### config.mk
export PLATFORM = sky130hd
export DESIGN_NAME = itvl_top
export DESIGN_NICKNAME = d
export VERILOG_FILES = /design/src/itvl_pkg.sv /design/src/itvl_encoder.sv /design/src/itvl_sync.sv /design/src/itvl_top.sv
export SDC_FILE = /design/constraint.sdc
export NUM_CORES = 1
export LEC_CHECK = 0
export ABC_AREA = 1
export BUFFER_PORTS_ARGS = -buffer_cell sky130_fd_sc_hd__buf_2
export CORE_MARGIN = 10
export CORE_UTILIZATION = 45
export DETAILED_ROUTE_END_ITERATION = 7
export PLACE_DENSITY = 0.84
export SLEW_MARGIN = 20
export SYNTH_ARGS = -nofsm -noshare
export SYNTH_HDL_FRONTEND = slang
export SYNTH_SLANG_ARGS = --single-unit
### constraint.sdc
create_clock -name ref_clk -period 2.12 [get_ports ref_clk]
set_clock_uncertainty 0.15 [all_clocks]
set_input_delay 0.424 -clock ref_clk [delete_from_list [all_inputs] [get_ports ref_clk]]
set_output_delay 0.424 -clock ref_clk [all_outputs]
set_load 0.01 [all_outputs]
### src/itvl_pkg.sv
// Package of constants for the internal trap vector logic
`default_nettype none
package itvl_pkg;
    localparam int WORD_W = 16;
    localparam int CODE_W = 4;
    localparam int SRC_N = 11;
    localparam logic [3:0] BIT_MON = 4'h1;
    localparam logic [3:0] BIT_PROT = 4'h2;
    localparam logic [3:0] BIT_PAGE = 4'h3;
    localparam logic [3:0] BIT_ILL = 4'h4;
    localparam logic [3:0] BIT_ERRI = 4'h5;
    localparam logic [3:0] BIT_PRIV = 4'h6;
    localparam logic [3:0] BIT_IOERR = 4'h7;
    localparam logic [3:0] BIT_PAR = 4'h8;
    localparam logic [3:0] BIT_MOR = 4'h9;
    localparam logic [3:0] BIT_POW = 4'hA;
    localparam logic [3:0] LEVEL_TRAP = 4'hE;
    localparam logic [15:0] ENABLE_RESET = 16'h0000;
    localparam logic [15:0] ENABLE_MASK = 16'h07FE;
    localparam logic [3:0] CODE_RESET = 4'h0;
endpackage
`default_nettype wire

### src/itvl_encoder.sv
// Priority encoder from pending sources to cause code
`default_nettype none
module itvl_encoder (
    input wire logic [10:0] pending,
    output logic [3:0] code,
    output logic any
);
    always_comb begin
        code = itvl_pkg::CODE_RESET;
        if (pending[itvl_pkg::BIT_POW]) begin
            code = itvl_pkg::BIT_POW;
        end else begin
            for (int i = 1; i < 10; i++) begin
                if (pending[i]) begin
                    code = 4'(i);
                end
            end
        end
    end
    assign any = |pending[10:1];
endmodule // itvl_encoder
`default_nettype wire

### src/itvl_sync.sv
// Two-stage synchroniser for asynchronous inputs
`default_nettype none
module itvl_sync (
    input wire logic ref_clk,
    input wire logic rst,
    input wire logic din,
    output logic dout
);
    logic meta_r;
    always_ff @(posedge ref_clk) begin
        if (rst) begin
            meta_r <= 1'b0;
            dout <= 1'b0;
        end else begin
            meta_r <= din;
            dout <= meta_r;
        end
    end
endmodule // itvl_sync
`default_nettype wire

### src/itvl_top.sv
// Internal trap detection, masking, encoding and level-14 request
`default_nettype none
module itvl_top (
    input wire logic ref_clk,
    input wire logic rst,
    // Register access from microprogram
    input wire logic enableWrite,
    input wire logic [15:0] writeData,
    input wire logic enableRead,
    input wire logic codeRead,
    output logic [15:0] readData,
    // CPU state
    input wire logic interruptsOn,
    input wire logic pagingOn,
    input wire logic instrDone,
    input wire logic fetchCycle,
    // Event strobes from the CPU
    input wire logic monitorCall,
    input wire logic [15:0] supervisorCallInstr,
    input wire logic protectViolation,
    input wire logic ringViolation,
    input wire logic [15:0] pagingInfo,
    input wire logic pageFault,
    input wire logic unimplementedOp,
    input wire logic privilegedAttempt,
    input wire logic errorIndicator,
    input wire logic ioTimeout,
    input wire logic parityError,
    input wire logic nonExistentMem,
    input wire logic [23:0] memAddress,
    input wire logic [15:0] memErrorInfo,
    input wire logic powerFailPin,
    // Results
    output logic levelRequest,
    output logic abortMicro,
    output logic holdPc,
    output logic tempLoad,
    output logic [15:0] tempValue,
    output logic [15:0] pagingStatus,
    output logic [15:0] errorAddressLow,
    output logic [15:0] errorStatusInfo
);
    logic [15:0] enable_r;
    logic [10:0] detect_r;
    logic [10:0] detect_nxt;
    logic [3:0] code_r;
    logic locked_r;
    logic [10:0] rawSrc;
    logic [10:0] pending;
    logic [3:0] encCode;
    logic encAny;
    logic powerFail;
    logic capture;
    logic immediateSrc;
    logic [10:0] gateMask;

    itvl_sync u_pow (
        .ref_clk(ref_clk),
        .rst(rst),
        .din(powerFailPin),
        .dout(powerFail)
    );

    always_comb begin
        rawSrc = '0;
        rawSrc[itvl_pkg::BIT_MON] = monitorCall;
        rawSrc[itvl_pkg::BIT_PROT] = (protectViolation | ringViolation) & pagingOn;
        rawSrc[itvl_pkg::BIT_PAGE] = pageFault & pagingOn;
        rawSrc[itvl_pkg::BIT_ILL] = unimplementedOp;
        rawSrc[itvl_pkg::BIT_ERRI] = errorIndicator;
        rawSrc[itvl_pkg::BIT_PRIV] = privilegedAttempt & pagingOn;
        rawSrc[itvl_pkg::BIT_IOERR] = ioTimeout;
        rawSrc[itvl_pkg::BIT_PAR] = parityError;
        rawSrc[itvl_pkg::BIT_MOR] = nonExistentMem;
        rawSrc[itvl_pkg::BIT_POW] = powerFail;
    end

    // immediate sources always eligible; others wait for instruction end
    always_comb begin
        gateMask = instrDone ? '1 : '0;
        gateMask[itvl_pkg::BIT_PROT] = 1'b1;
        gateMask[itvl_pkg::BIT_PAGE] = 1'b1;
        gateMask[itvl_pkg::BIT_ILL] = 1'b1;
    end

    // enable AND detect; interrupt system on
    assign pending = detect_r & enable_r[10:0] & gateMask & {11{interruptsOn}};

    itvl_encoder u_enc (
        .pending(pending),
        .code(encCode),
        .any(encAny)
    );

    // capture only when unlocked; nothing pending, no capture
    assign capture = encAny & ~locked_r;
    assign immediateSrc = capture & (encCode == itvl_pkg::BIT_PROT || encCode == itvl_pkg::BIT_PAGE ||
        encCode == itvl_pkg::BIT_ILL);

    // enable changes by software only; unassigned bits kept zero
    always_ff @(posedge ref_clk) begin
        if (rst) begin
            enable_r <= itvl_pkg::ENABLE_RESET;
        end else if (enableWrite) begin
            enable_r <= writeData & itvl_pkg::ENABLE_MASK;
        end
    end

    // set detect bits; clear captured bit, set wins
    always_comb begin
        detect_nxt = detect_r;
        if (capture) begin
            detect_nxt[encCode] = 1'b0;
        end
        detect_nxt = detect_nxt | rawSrc;
        detect_nxt[0] = 1'b0;
    end

    always_ff @(posedge ref_clk) begin
        if (rst) begin
            detect_r <= '0;
        end else begin
            detect_r <= detect_nxt;
        end
    end

    // read clears code; lock until read
    always_ff @(posedge ref_clk) begin
        if (rst) begin
            code_r <= itvl_pkg::CODE_RESET;
            locked_r <= 1'b0;
        end else if (capture) begin
            code_r <= encCode;
            locked_r <= 1'b1;
        end else if (codeRead) begin
            code_r <= itvl_pkg::CODE_RESET;
            locked_r <= 1'b0;
        end
    end

    // code in low bits, rest zero
    always_ff @(posedge ref_clk) begin
        if (rst) begin
            readData <= '0;
        end else if (codeRead) begin
            readData <= {12'h000, code_r};
        end else if (enableRead) begin
            readData <= enable_r;
        end
    end

    always_ff @(posedge ref_clk) begin
        if (rst) begin
            levelRequest <= 1'b0;
        end else begin
            levelRequest <= capture;
        end
    end

    // abort; hold PC on fetch fault
    always_ff @(posedge ref_clk) begin
        if (rst) begin
            abortMicro <= 1'b0;
            holdPc <= 1'b0;
        end else begin
            abortMicro <= immediateSrc;
            holdPc <= capture & fetchCycle &
                (encCode == itvl_pkg::BIT_PROT || encCode == itvl_pkg::BIT_PAGE);
        end
    end

    always_ff @(posedge ref_clk) begin
        if (rst) begin
            tempLoad <= 1'b0;
            tempValue <= '0;
        end else begin
            tempLoad <= monitorCall;
            if (monitorCall) begin
                tempValue <= {{8{supervisorCallInstr[7]}}, supervisorCallInstr[7:0]};
            end
        end
    end

    always_ff @(posedge ref_clk) begin
        if (rst) begin
            pagingStatus <= '0;
        end else if (rawSrc[itvl_pkg::BIT_PROT] | rawSrc[itvl_pkg::BIT_PAGE]) begin
            pagingStatus <= pagingInfo;
        end
    end

    // parity capture; out of range capture
    always_ff @(posedge ref_clk) begin
        if (rst) begin
            errorAddressLow <= '0;
            errorStatusInfo <= '0;
        end else if (parityError | nonExistentMem) begin
            errorAddressLow <= memAddress[15:0];
            errorStatusInfo <= memErrorInfo;
        end
    end
endmodule // itvl_top
`default_nettype wire

==> metrics list, run 1 <==
- For this block, the initial DRC count from the detailed router was 139.
- Quantity of I/O buffers inserted on ports: 164
- Post-route cell area: 4750 sq um
- Summed over all layers, the routed wires come to 10600 microns.
- Synth-to-layout area growth: 28.2%
- After detailed placement, the total cell area comes to 4540 sq um.
- Core Region: 8090 sq um
* Cells resized by post-CTS repair: 0
* CTS tree: yes
- Part of the power in combinational logic: 0.138
- H-tree level count: 3
- The number of hold-slack violations in the final timing report is 0.
- Slowest cell delay on critical path: 0.37 ns
* Library cell contributing the largest single delay on the critical path: sky130_fd_sc_hd__dfxtp_1
* RSZ-0062 raised after global routing: no
- DR pass1 iterations: 4
- After synthesis, the share of flip-flops with an asynchronous set or reset is 0.
- Cts bufs inserted: 9
- Global placement routability congestion: 0.952
- Worst-case clock buffer depth: 2
* First element of the critical path: enable_r[8]$_SDFFE_PP0P_
- The run finished with clean final reports.
- Fmax achieved: 0.595 GHz
- Global-route wire length before repair: 17000 microns
* Slew Limit Fails: 0
- Area of the mapped netlist: 3700 sq um
- Num rows: 33
- The number of antenna violations at the first check in global routing is 0.
* Reg-to-Reg Start: enable_r[8]$_SDFFE_PP0P_
- Chip Width: 111 microns
- Sequential-to-total area share from yosys stat: 0.530
- Detail-routed net length per standard cell: 14.3 microns
- Number of nets with antenna violations after routing: 0
- Highest ir drop seen on vdd: 0.424 mV
- Summed negative setup slack over all endpoints: 0 ns
- The worst register-to-register path ends at detect_r[5]$_SDFF_PP0_.
* Required time at the endpoint of the critical path: 2.22 ns
* Slew headroom: 0.650
- Yosys warns: 0
- Following the worst setup path forward leads to its endpoint at detect_r[5]$_SDFF_PP0_.
- Initial cell density of the core: 0.458
- Endpoint arrival time on the critical path: 1.78 ns
* Final std cells w/o fill: 740
* Remaining global-route overflow: 0
- Number of global-route vias before repair: 3522
- Part of the total power dissipated in the clock network: 0.332
- Aggregate global-route resource usage: 0.164
- Cell total after placement: 725
- Hold repair after CTS inserted 0 buffers.
- The tool flagged a number of max-cap violations equal to 0.
* Final worst-path cycle share: 0.792
- For this run, design rule violations remaining after detail routing come to 0.
* Detailed placer's ending HPWL: 8310 microns
- Sequential share of power: 0.529
* Final critical path time including I/O delays and setup: 1.68 ns
- Setup violations remaining at the end of the flow were counted as 0.
- Of the total power, the share spent switching nets is 0.261.
- The tree is rooted in a sky130_fd_sc_hd__clkbuf_8.
- Clock tree synthesis found a total of 98 sinks.
- Number of placed I/O pins: 192
- Overall power consumption after layout is estimated at 3.83 mW.
- The die covers 12300 sq um.
- The internal portion of the total power is 2.83 mW.
- Fin worst setup slack: 0.440 ns
- Power spread over the standard cell area amounts to 806 nW/um^2.
* Register-to-register setup slack: 0.44 ns
* Clock latency reported for the late side of the worst-skew pair: 0.34 ns
- The critical path goes through nand4_1, nand3_1, nand2_1, nand2_2, nand2_1, inv_2, nand3_1, a21oi_1, nor2_1.
* Synth Flop Type: sky130_fd_sc_hd__dfxtp_1
* Pre-CTS worst setup slack: 0.174 ns
* Mean area per synthesized cell: 7.70 sq um
- Post-layout nets: 739
- The analysis attributes to cell leakage a power of 2.41 nW.
* Number of vias after detailed routing: 3587
- Die Y-Extent: 111 microns
* Number of vias per cell after detailed routing: 4.85
- Count of state elements after synthesis: 98
* # diodes: 0
- EDFF count, synth: 0
- Across all hold checks on the routed design, the worst slack comes to 0.134 ns.
- Largest net degree at the start of global routing: 43
- Measured on the finished design, the core utilization comes to 0.587.
* Startpoint kind of the worst setup timing path: flip-flop
- Post-CTS timing repair inserted 0 buffers for setup.
- Of all nets on the critical path, the largest fanout is 5.
- Number of standard cells after synthesis: 481
- For the worst flop-to-flop path, the logic depth is 9.
* WS Path Type: reg -> reg
* Hold_sp: errorIndicator
- The path class of the tightest hold or removal check is in -> reg.
- Reported net switching power: 0.999 mW
- Share of final-layout standard cells stronger than drive strength 1: 0.328
- Clock-pin slew was measured on the worst setup and hold paths at 0.09 ns.
- Type of destination of the critical path: flip-flop
- Netlist cell types: 30
- Slew at the pin with the worst max-slew slack: 0.525 ns
==> worst max-delay path, delay by kind of cell (launching register included) <==
kind	cells	cell delay, ns
DFF	1	0.37
buffers and inverters	1	0.09
and+or+nand+nor	7	0.86
AOI/OAI and AO/OA	1	0.13
==> flip-flops by register name, summed over array words and instances (netlist names), 4 cells and up <==
signal,count
tempValue,8
enable_r,10
pagingStatus,16
errorAddressLow,16
errorStatusInfo,16
readData,11
code_r,4
detect_r,10
==> cells in the mapped netlist, types with 2 or more instances <==
cell / n / area, sq um
sky130_fd_sc_hd__buf_4: 13 / 97.6
sky130_fd_sc_hd__nand4_1: 6 / 37.5
sky130_fd_sc_hd__nand3_1: 13 / 65.1
sky130_fd_sc_hd__nand2_1: 43 / 161
sky130_fd_sc_hd__inv_2: 10 / 37.5
sky130_fd_sc_hd__inv_1: 14 / 52.6
sky130_fd_sc_hd__o21ai_1: 8 / 40.0
sky130_fd_sc_hd__clkbuf_1: 22 / 82.6
sky130_fd_sc_hd__nor3_1: 3 / 15.0
sky130_fd_sc_hd__nor2_1: 147 / 552
sky130_fd_sc_hd__a21oi_2: 3 / 26.3
sky130_fd_sc_hd__nand2_2: 2 / 12.5
sky130_fd_sc_hd__o21ai_0: 66 / 330
sky130_fd_sc_hd__a21oi_1: 16 / 80.1
sky130_fd_sc_hd__o221ai_1: 3 / 26.3
sky130_fd_sc_hd__dfxtp_1: 98 / 1960
==> area by class of cell <==
class	instances	area, sq um
Inverter	25	93.8
Tap cell	105	131
Fill cell	782	3340
Timing Repair Buffer	171	873
Clock buffer	10	128
Clock inverter	5	80.1
Sequential cell	98	1960
Multi-Input combinational cell	326	1480
==> worst min path at each step <==
stage                                         end  slack (ns)  cells past startpoint
floorplan                   u_pow.dout$_SDFF_PP0_        0.24                      2
global placement            u_pow.dout$_SDFF_PP0_        0.25                      2
detailed placement          u_pow.dout$_SDFF_PP0_        0.25                      2
CTS                        detect_r[5]$_SDFF_PP0_        0.12                      3
global route        pagingStatus[10]$_SDFFE_PP0P_        0.12                      3
finish                     detect_r[5]$_SDFF_PP0_        0.13                      3
==> per-layer routing <==
metal  wire, microns  GRT usage  up-vias
met3             756     0.0703       10
met5               0          0        -
met2            5520      0.290      109
met1            4240      0.172     1635
met4             104     0.0451        0
li1                -          -     1833
==> power groups by stage <==
stage | clock, mW | combinational, mW | sequential, mW
after floorplan | 0 | 0.262 | 2.11
after global placement | 0 | 0.518 | 2.06
after detailed placement | 0 | 0.532 | 2.07
after CTS | 1.30 | 0.535 | 2.03
after global routing | 1.38 | 0.594 | 2.04
final | 1.27 | 0.529 | 2.03
==> cell usage in the layout, fill, tap and decap left out, types with 2 or more instances in the layout <==
cell / instances
sky130_fd_sc_hd__a21oi_2: 3
sky130_fd_sc_hd__dfxtp_1: 98
sky130_fd_sc_hd__o221ai_1: 3
sky130_fd_sc_hd__bufinv_16: 2
sky130_fd_sc_hd__nand3_1: 13
sky130_fd_sc_hd__buf_4: 7
sky130_fd_sc_hd__a21oi_1: 16
sky130_fd_sc_hd__inv_2: 10
sky130_fd_sc_hd__nand2_2: 2
sky130_fd_sc_hd__o21ai_1: 8
sky130_fd_sc_hd__o21ai_0: 66
sky130_fd_sc_hd__nor3_1: 3
sky130_fd_sc_hd__nand2_1: 43
sky130_fd_sc_hd__inv_1: 14
sky130_fd_sc_hd__nor2_1: 146
sky130_fd_sc_hd__buf_2: 164
sky130_fd_sc_hd__conb_1: 5
sky130_fd_sc_hd__clkbuf_8: 9
sky130_fd_sc_hd__nand4_1: 6
sky130_fd_sc_hd__clkinvlp_4: 2
sky130_fd_sc_hd__nor2_2: 2
==> logic make-up (layout without fill, tap and decap cells) <==
logic type	count (synthesis)	after routing	share of synthesized area
compound gates	101	101	0.146
buf+inv	61	211	0.0753
flops	98	98	0.530
other cells	1	5	0.00101
simple gates	220	220	0.248
Power figures use the tool's default switching activity.
==> run 2, diff against run 1 <==
CORE_UTILIZATION = 41   (was 45)
PLACE_DENSITY = 0.8   (was 0.84)
clock period = 1.5 ns   (was 2.12 ns; I/O delays follow)
==> metrics list, run 2 (synthesis results as in run 1) <==
- Final critical path time including I/O delays and setup: 1.60 ns (was 1.68 ns)
- Violated checks: setup timing
- The startpoint of the most critical register-to-register path is enable_r[5]$_SDFFE_PP0P_ (was enable_r[8]$_SDFFE_PP0P_).
- Summed negative setup slack over all endpoints: -0.733 ns (was 0 ns)
- Number of global-route vias before repair: 3931 (was 3522)
- Type of destination of the critical path: flip-flop (unchanged)
* Register-to-register setup slack: -0.1 ns (was 0.44 ns)
* Synth-to-layout area growth: 39.1% (was 28.2%)
- Iteration-0 DRC Markers: 126 (was 139)
- The die area was 13200 sq um (was 12300 sq um).
- The worst ir drop on vdd is 0.524 mV (was 0.424 mV).
- Fmax achieved: 0.625 GHz (was 0.595 GHz)
* H-tree level count: 3 (unchanged)
- Die Y-Extent: 115 microns (was 111 microns)
- The slack of the critical path was -0.0995 ns (was 0.440 ns).
- The slew at the pin closest to its max-slew limit was 0.504 ns (was 0.525 ns).
- The clock tree from TritonCTS is yes (unchanged).
* Clock latency reported for the late side of the worst-skew pair: 0.36 ns (was 0.34 ns)
- The leakage power figure is 2.60 nW (was 2.41 nW).
- RSZ-0062 raised after global routing: yes (was no).
* Aggregate global-route resource usage: 0.171 (was 0.164)
- Slew Limit Fails: 0 (unchanged)
* DRT Wirelength: 11600 microns (was 10600 microns)
* Number of vias after detailed routing: 3815 (was 3587)
* Global placement routability congestion: 0.911 (was 0.952)
- The count of filler cells inserted in the layout was 805 (was 782).
- The total CTS buffers was 9 (unchanged).
- DR pass1 iterations: 4 (unchanged)
- The most common library cell in the layout ignoring fill and taps is sky130_fd_sc_hd__buf_2 (unchanged).
* Number of endpoints failing setup at the final stage: 13 (was 0)
* Hold Crit Class: in -> reg (unchanged)
- Worst-case clock buffer depth: 2 (unchanged)
- Largest net degree at the start of global routing: 43 (unchanged)
- The number of nets in the layout was 774 (was 739).
- The maximum fanout along the worst path came to 5 (unchanged).
- The capture instance of the worst register-to-register path is detect_r[1]$_SDFF_PP0_ (was detect_r[5]$_SDFF_PP0_).
* Max-cap check violation count: 0 (unchanged)
- The power per cell area came to 1050 nW/um^2 (was 806 nW/um^2).
- Final Hold Viols: 0 (unchanged)
- Share of final-layout standard cells stronger than drive strength 1: 0.389 (was 0.328)
* Startpoint kind of the worst setup timing path: flip-flop (unchanged)
- The portion of the clock cycle consumed by the worst path in the final layout is 1.07 (was 0.792).
- Result of the run: finished with violations (was finished clean).
- Commonest cells after routing, fill and taps aside: sky130_fd_sc_hd__buf_2 (164), sky130_fd_sc_hd__nor2_1 (143), sky130_fd_sc_hd__dfxtp_1 (89) (was sky130_fd_sc_hd__buf_2 (164), sky130_fd_sc_hd__nor2_1 (146), sky130_fd_sc_hd__dfxtp_1 (98)).
- Core Region: 8760 sq um (was 8090 sq um)
- The required arrival time at the worst endpoint came to 1.60 ns (was 2.22 ns).
- The HPWL reported at the end of detailed placement is 8710 microns (was 8310 microns).
- The data arrival time at the worst-slack endpoint is 1.70 ns (was 1.78 ns).
- Global-route wire length before repair: 18600 microns (was 17000 microns)
* Num rows: 34 (was 33)
- Clk pin slew, worst setup/hold paths: 0.11 ns (was 0.09 ns)
- Registers with the most flip-flops: errorAddressLow (16), errorStatusInfo (16), pagingStatus (16) (unchanged).
* Worst Reg2Reg Path Length in Cells: 10 (was 9)
* Number of placed I/O pins: 192 (unchanged)
- Number of vias per cell after detailed routing: 4.90 (was 4.85)
- Quantity of I/O buffers inserted on ports: 164 (unchanged)
- The antenna violation net count after detailed routing was 0 (unchanged).
* Setup crit end: detect_r[1]$_SDFF_PP0_ (was detect_r[5]$_SDFF_PP0_)
- The start point of the critical path is enable_r[5]$_SDFFE_PP0P_ (was enable_r[8]$_SDFFE_PP0P_).
* WS Path Type: reg -> reg (unchanged)
* Slew headroom: 0.663 (was 0.650)
* Antenna violations before repair: 0 (unchanged)
- Remaining global-route overflow: 0 (unchanged)
- The startpoint of the worst hold path is pagingInfo[8] (was errorIndicator).
* Initial cell density of the core: 0.423 (was 0.458)
- The die width was 115 microns (was 111 microns).
- The clock sink count came to 98 (unchanged).
- Cell chosen for the clock root: sky130_fd_sc_hd__clkbuf_8 (unchanged)
- The post-route DRC violation count came to 0 (unchanged).
- # diodes: 0 (unchanged)
- Detail-routed net length per standard cell: 14.9 microns (was 14.3 microns)
* Hold Worst Slack: 0.0130 ns (was 0.134 ns)
==> run 2: final cells by class <==
type                    count  area, sq um  area share
flip-flops and latches     98         1970       0.383
multi-input cells         326         1570       0.305
repair buffers            206         1180       0.230
clock buffers              10          138      0.0267
well taps                 108          135      0.0262
inverters                  25         98.8      0.0192
clock inverters             6         55.1      0.0107
==> run 2: how the worst min path moves through the flow <==
stage	end	slack, ns	cells after the start
final	pagingStatus[8]$_SDFFE_PP0P_	0.01	3
after detailed placement	u_pow.dout$_SDFF_PP0_	0.25	2
after global routing	pagingStatus[13]$_SDFFE_PP0P_	0.007	3
after CTS	enable_r[6]$_SDFFE_PP0P_	0.0004	3
after floorplan	u_pow.dout$_SDFF_PP0_	0.24	2
after global placement	u_pow.dout$_SDFF_PP0_	0.25	2
==> run 2: worst max-delay path, stage by stage (launching register included) <==
cell and delay (ns):
sky130_fd_sc_hd__dfxtp_2 0.36, sky130_fd_sc_hd__nand4_1 0.15, sky130_fd_sc_hd__nand2_1 0.13, sky130_fd_sc_hd__nor2_1 0.05
sky130_fd_sc_hd__nand2_1 0.07, sky130_fd_sc_hd__nand2_2 0.06, sky130_fd_sc_hd__nand2_4 0.10, sky130_fd_sc_hd__nand2_1 0.07
sky130_fd_sc_hd__inv_2 0.07, sky130_fd_sc_hd__nand3_1 0.10, sky130_fd_sc_hd__a31o_1 0.18
==> run 2: per-layer routing <==
layer	share of wire	vias to the layer above	GRT usage	routed length, microns
met3	0.079	24	0.0656	912
met5	0	-	0	0
met2	0.52	142	0.303	6010
li1	-	1909	-	-
met4	0.028	0	0.0677	325
met1	0.38	1740	0.176	4370
==> run 2: per-stage QoR <==
step	instances	util	power, mW	setup slack [ns]	instance area, sq um
final	779	0.588	5.42	-0.0995	5150
after global routing	779	0.588	5.70	-0.200	5150
after CTS	778	0.581	5.44	-0.0737	5090
after detailed placement	747	0.539	3.73	-0.290	4730
after global placement	747	0.539	3.70	-0.195	4730
after floorplan	485	-	3.36	-0.00388	3760
==> run 2: where the power goes <==
part	total, mW	leakage, nW	internal (mW)	switching, mW
sequential	2.87	0.815	2.78	0.0937
combinational	0.864	1.69	0.373	0.491
clock	1.68	0.0998	0.686	0.997
==> run 2: what timing repair did <==
item	in CTS	in global routing
pin swaps	7	14
setup endpoints to repair	15	27
hold buffers	14	0
gates resized for setup	9	20
endpoints found under the hold margin	14	0
setup buffers	1	1
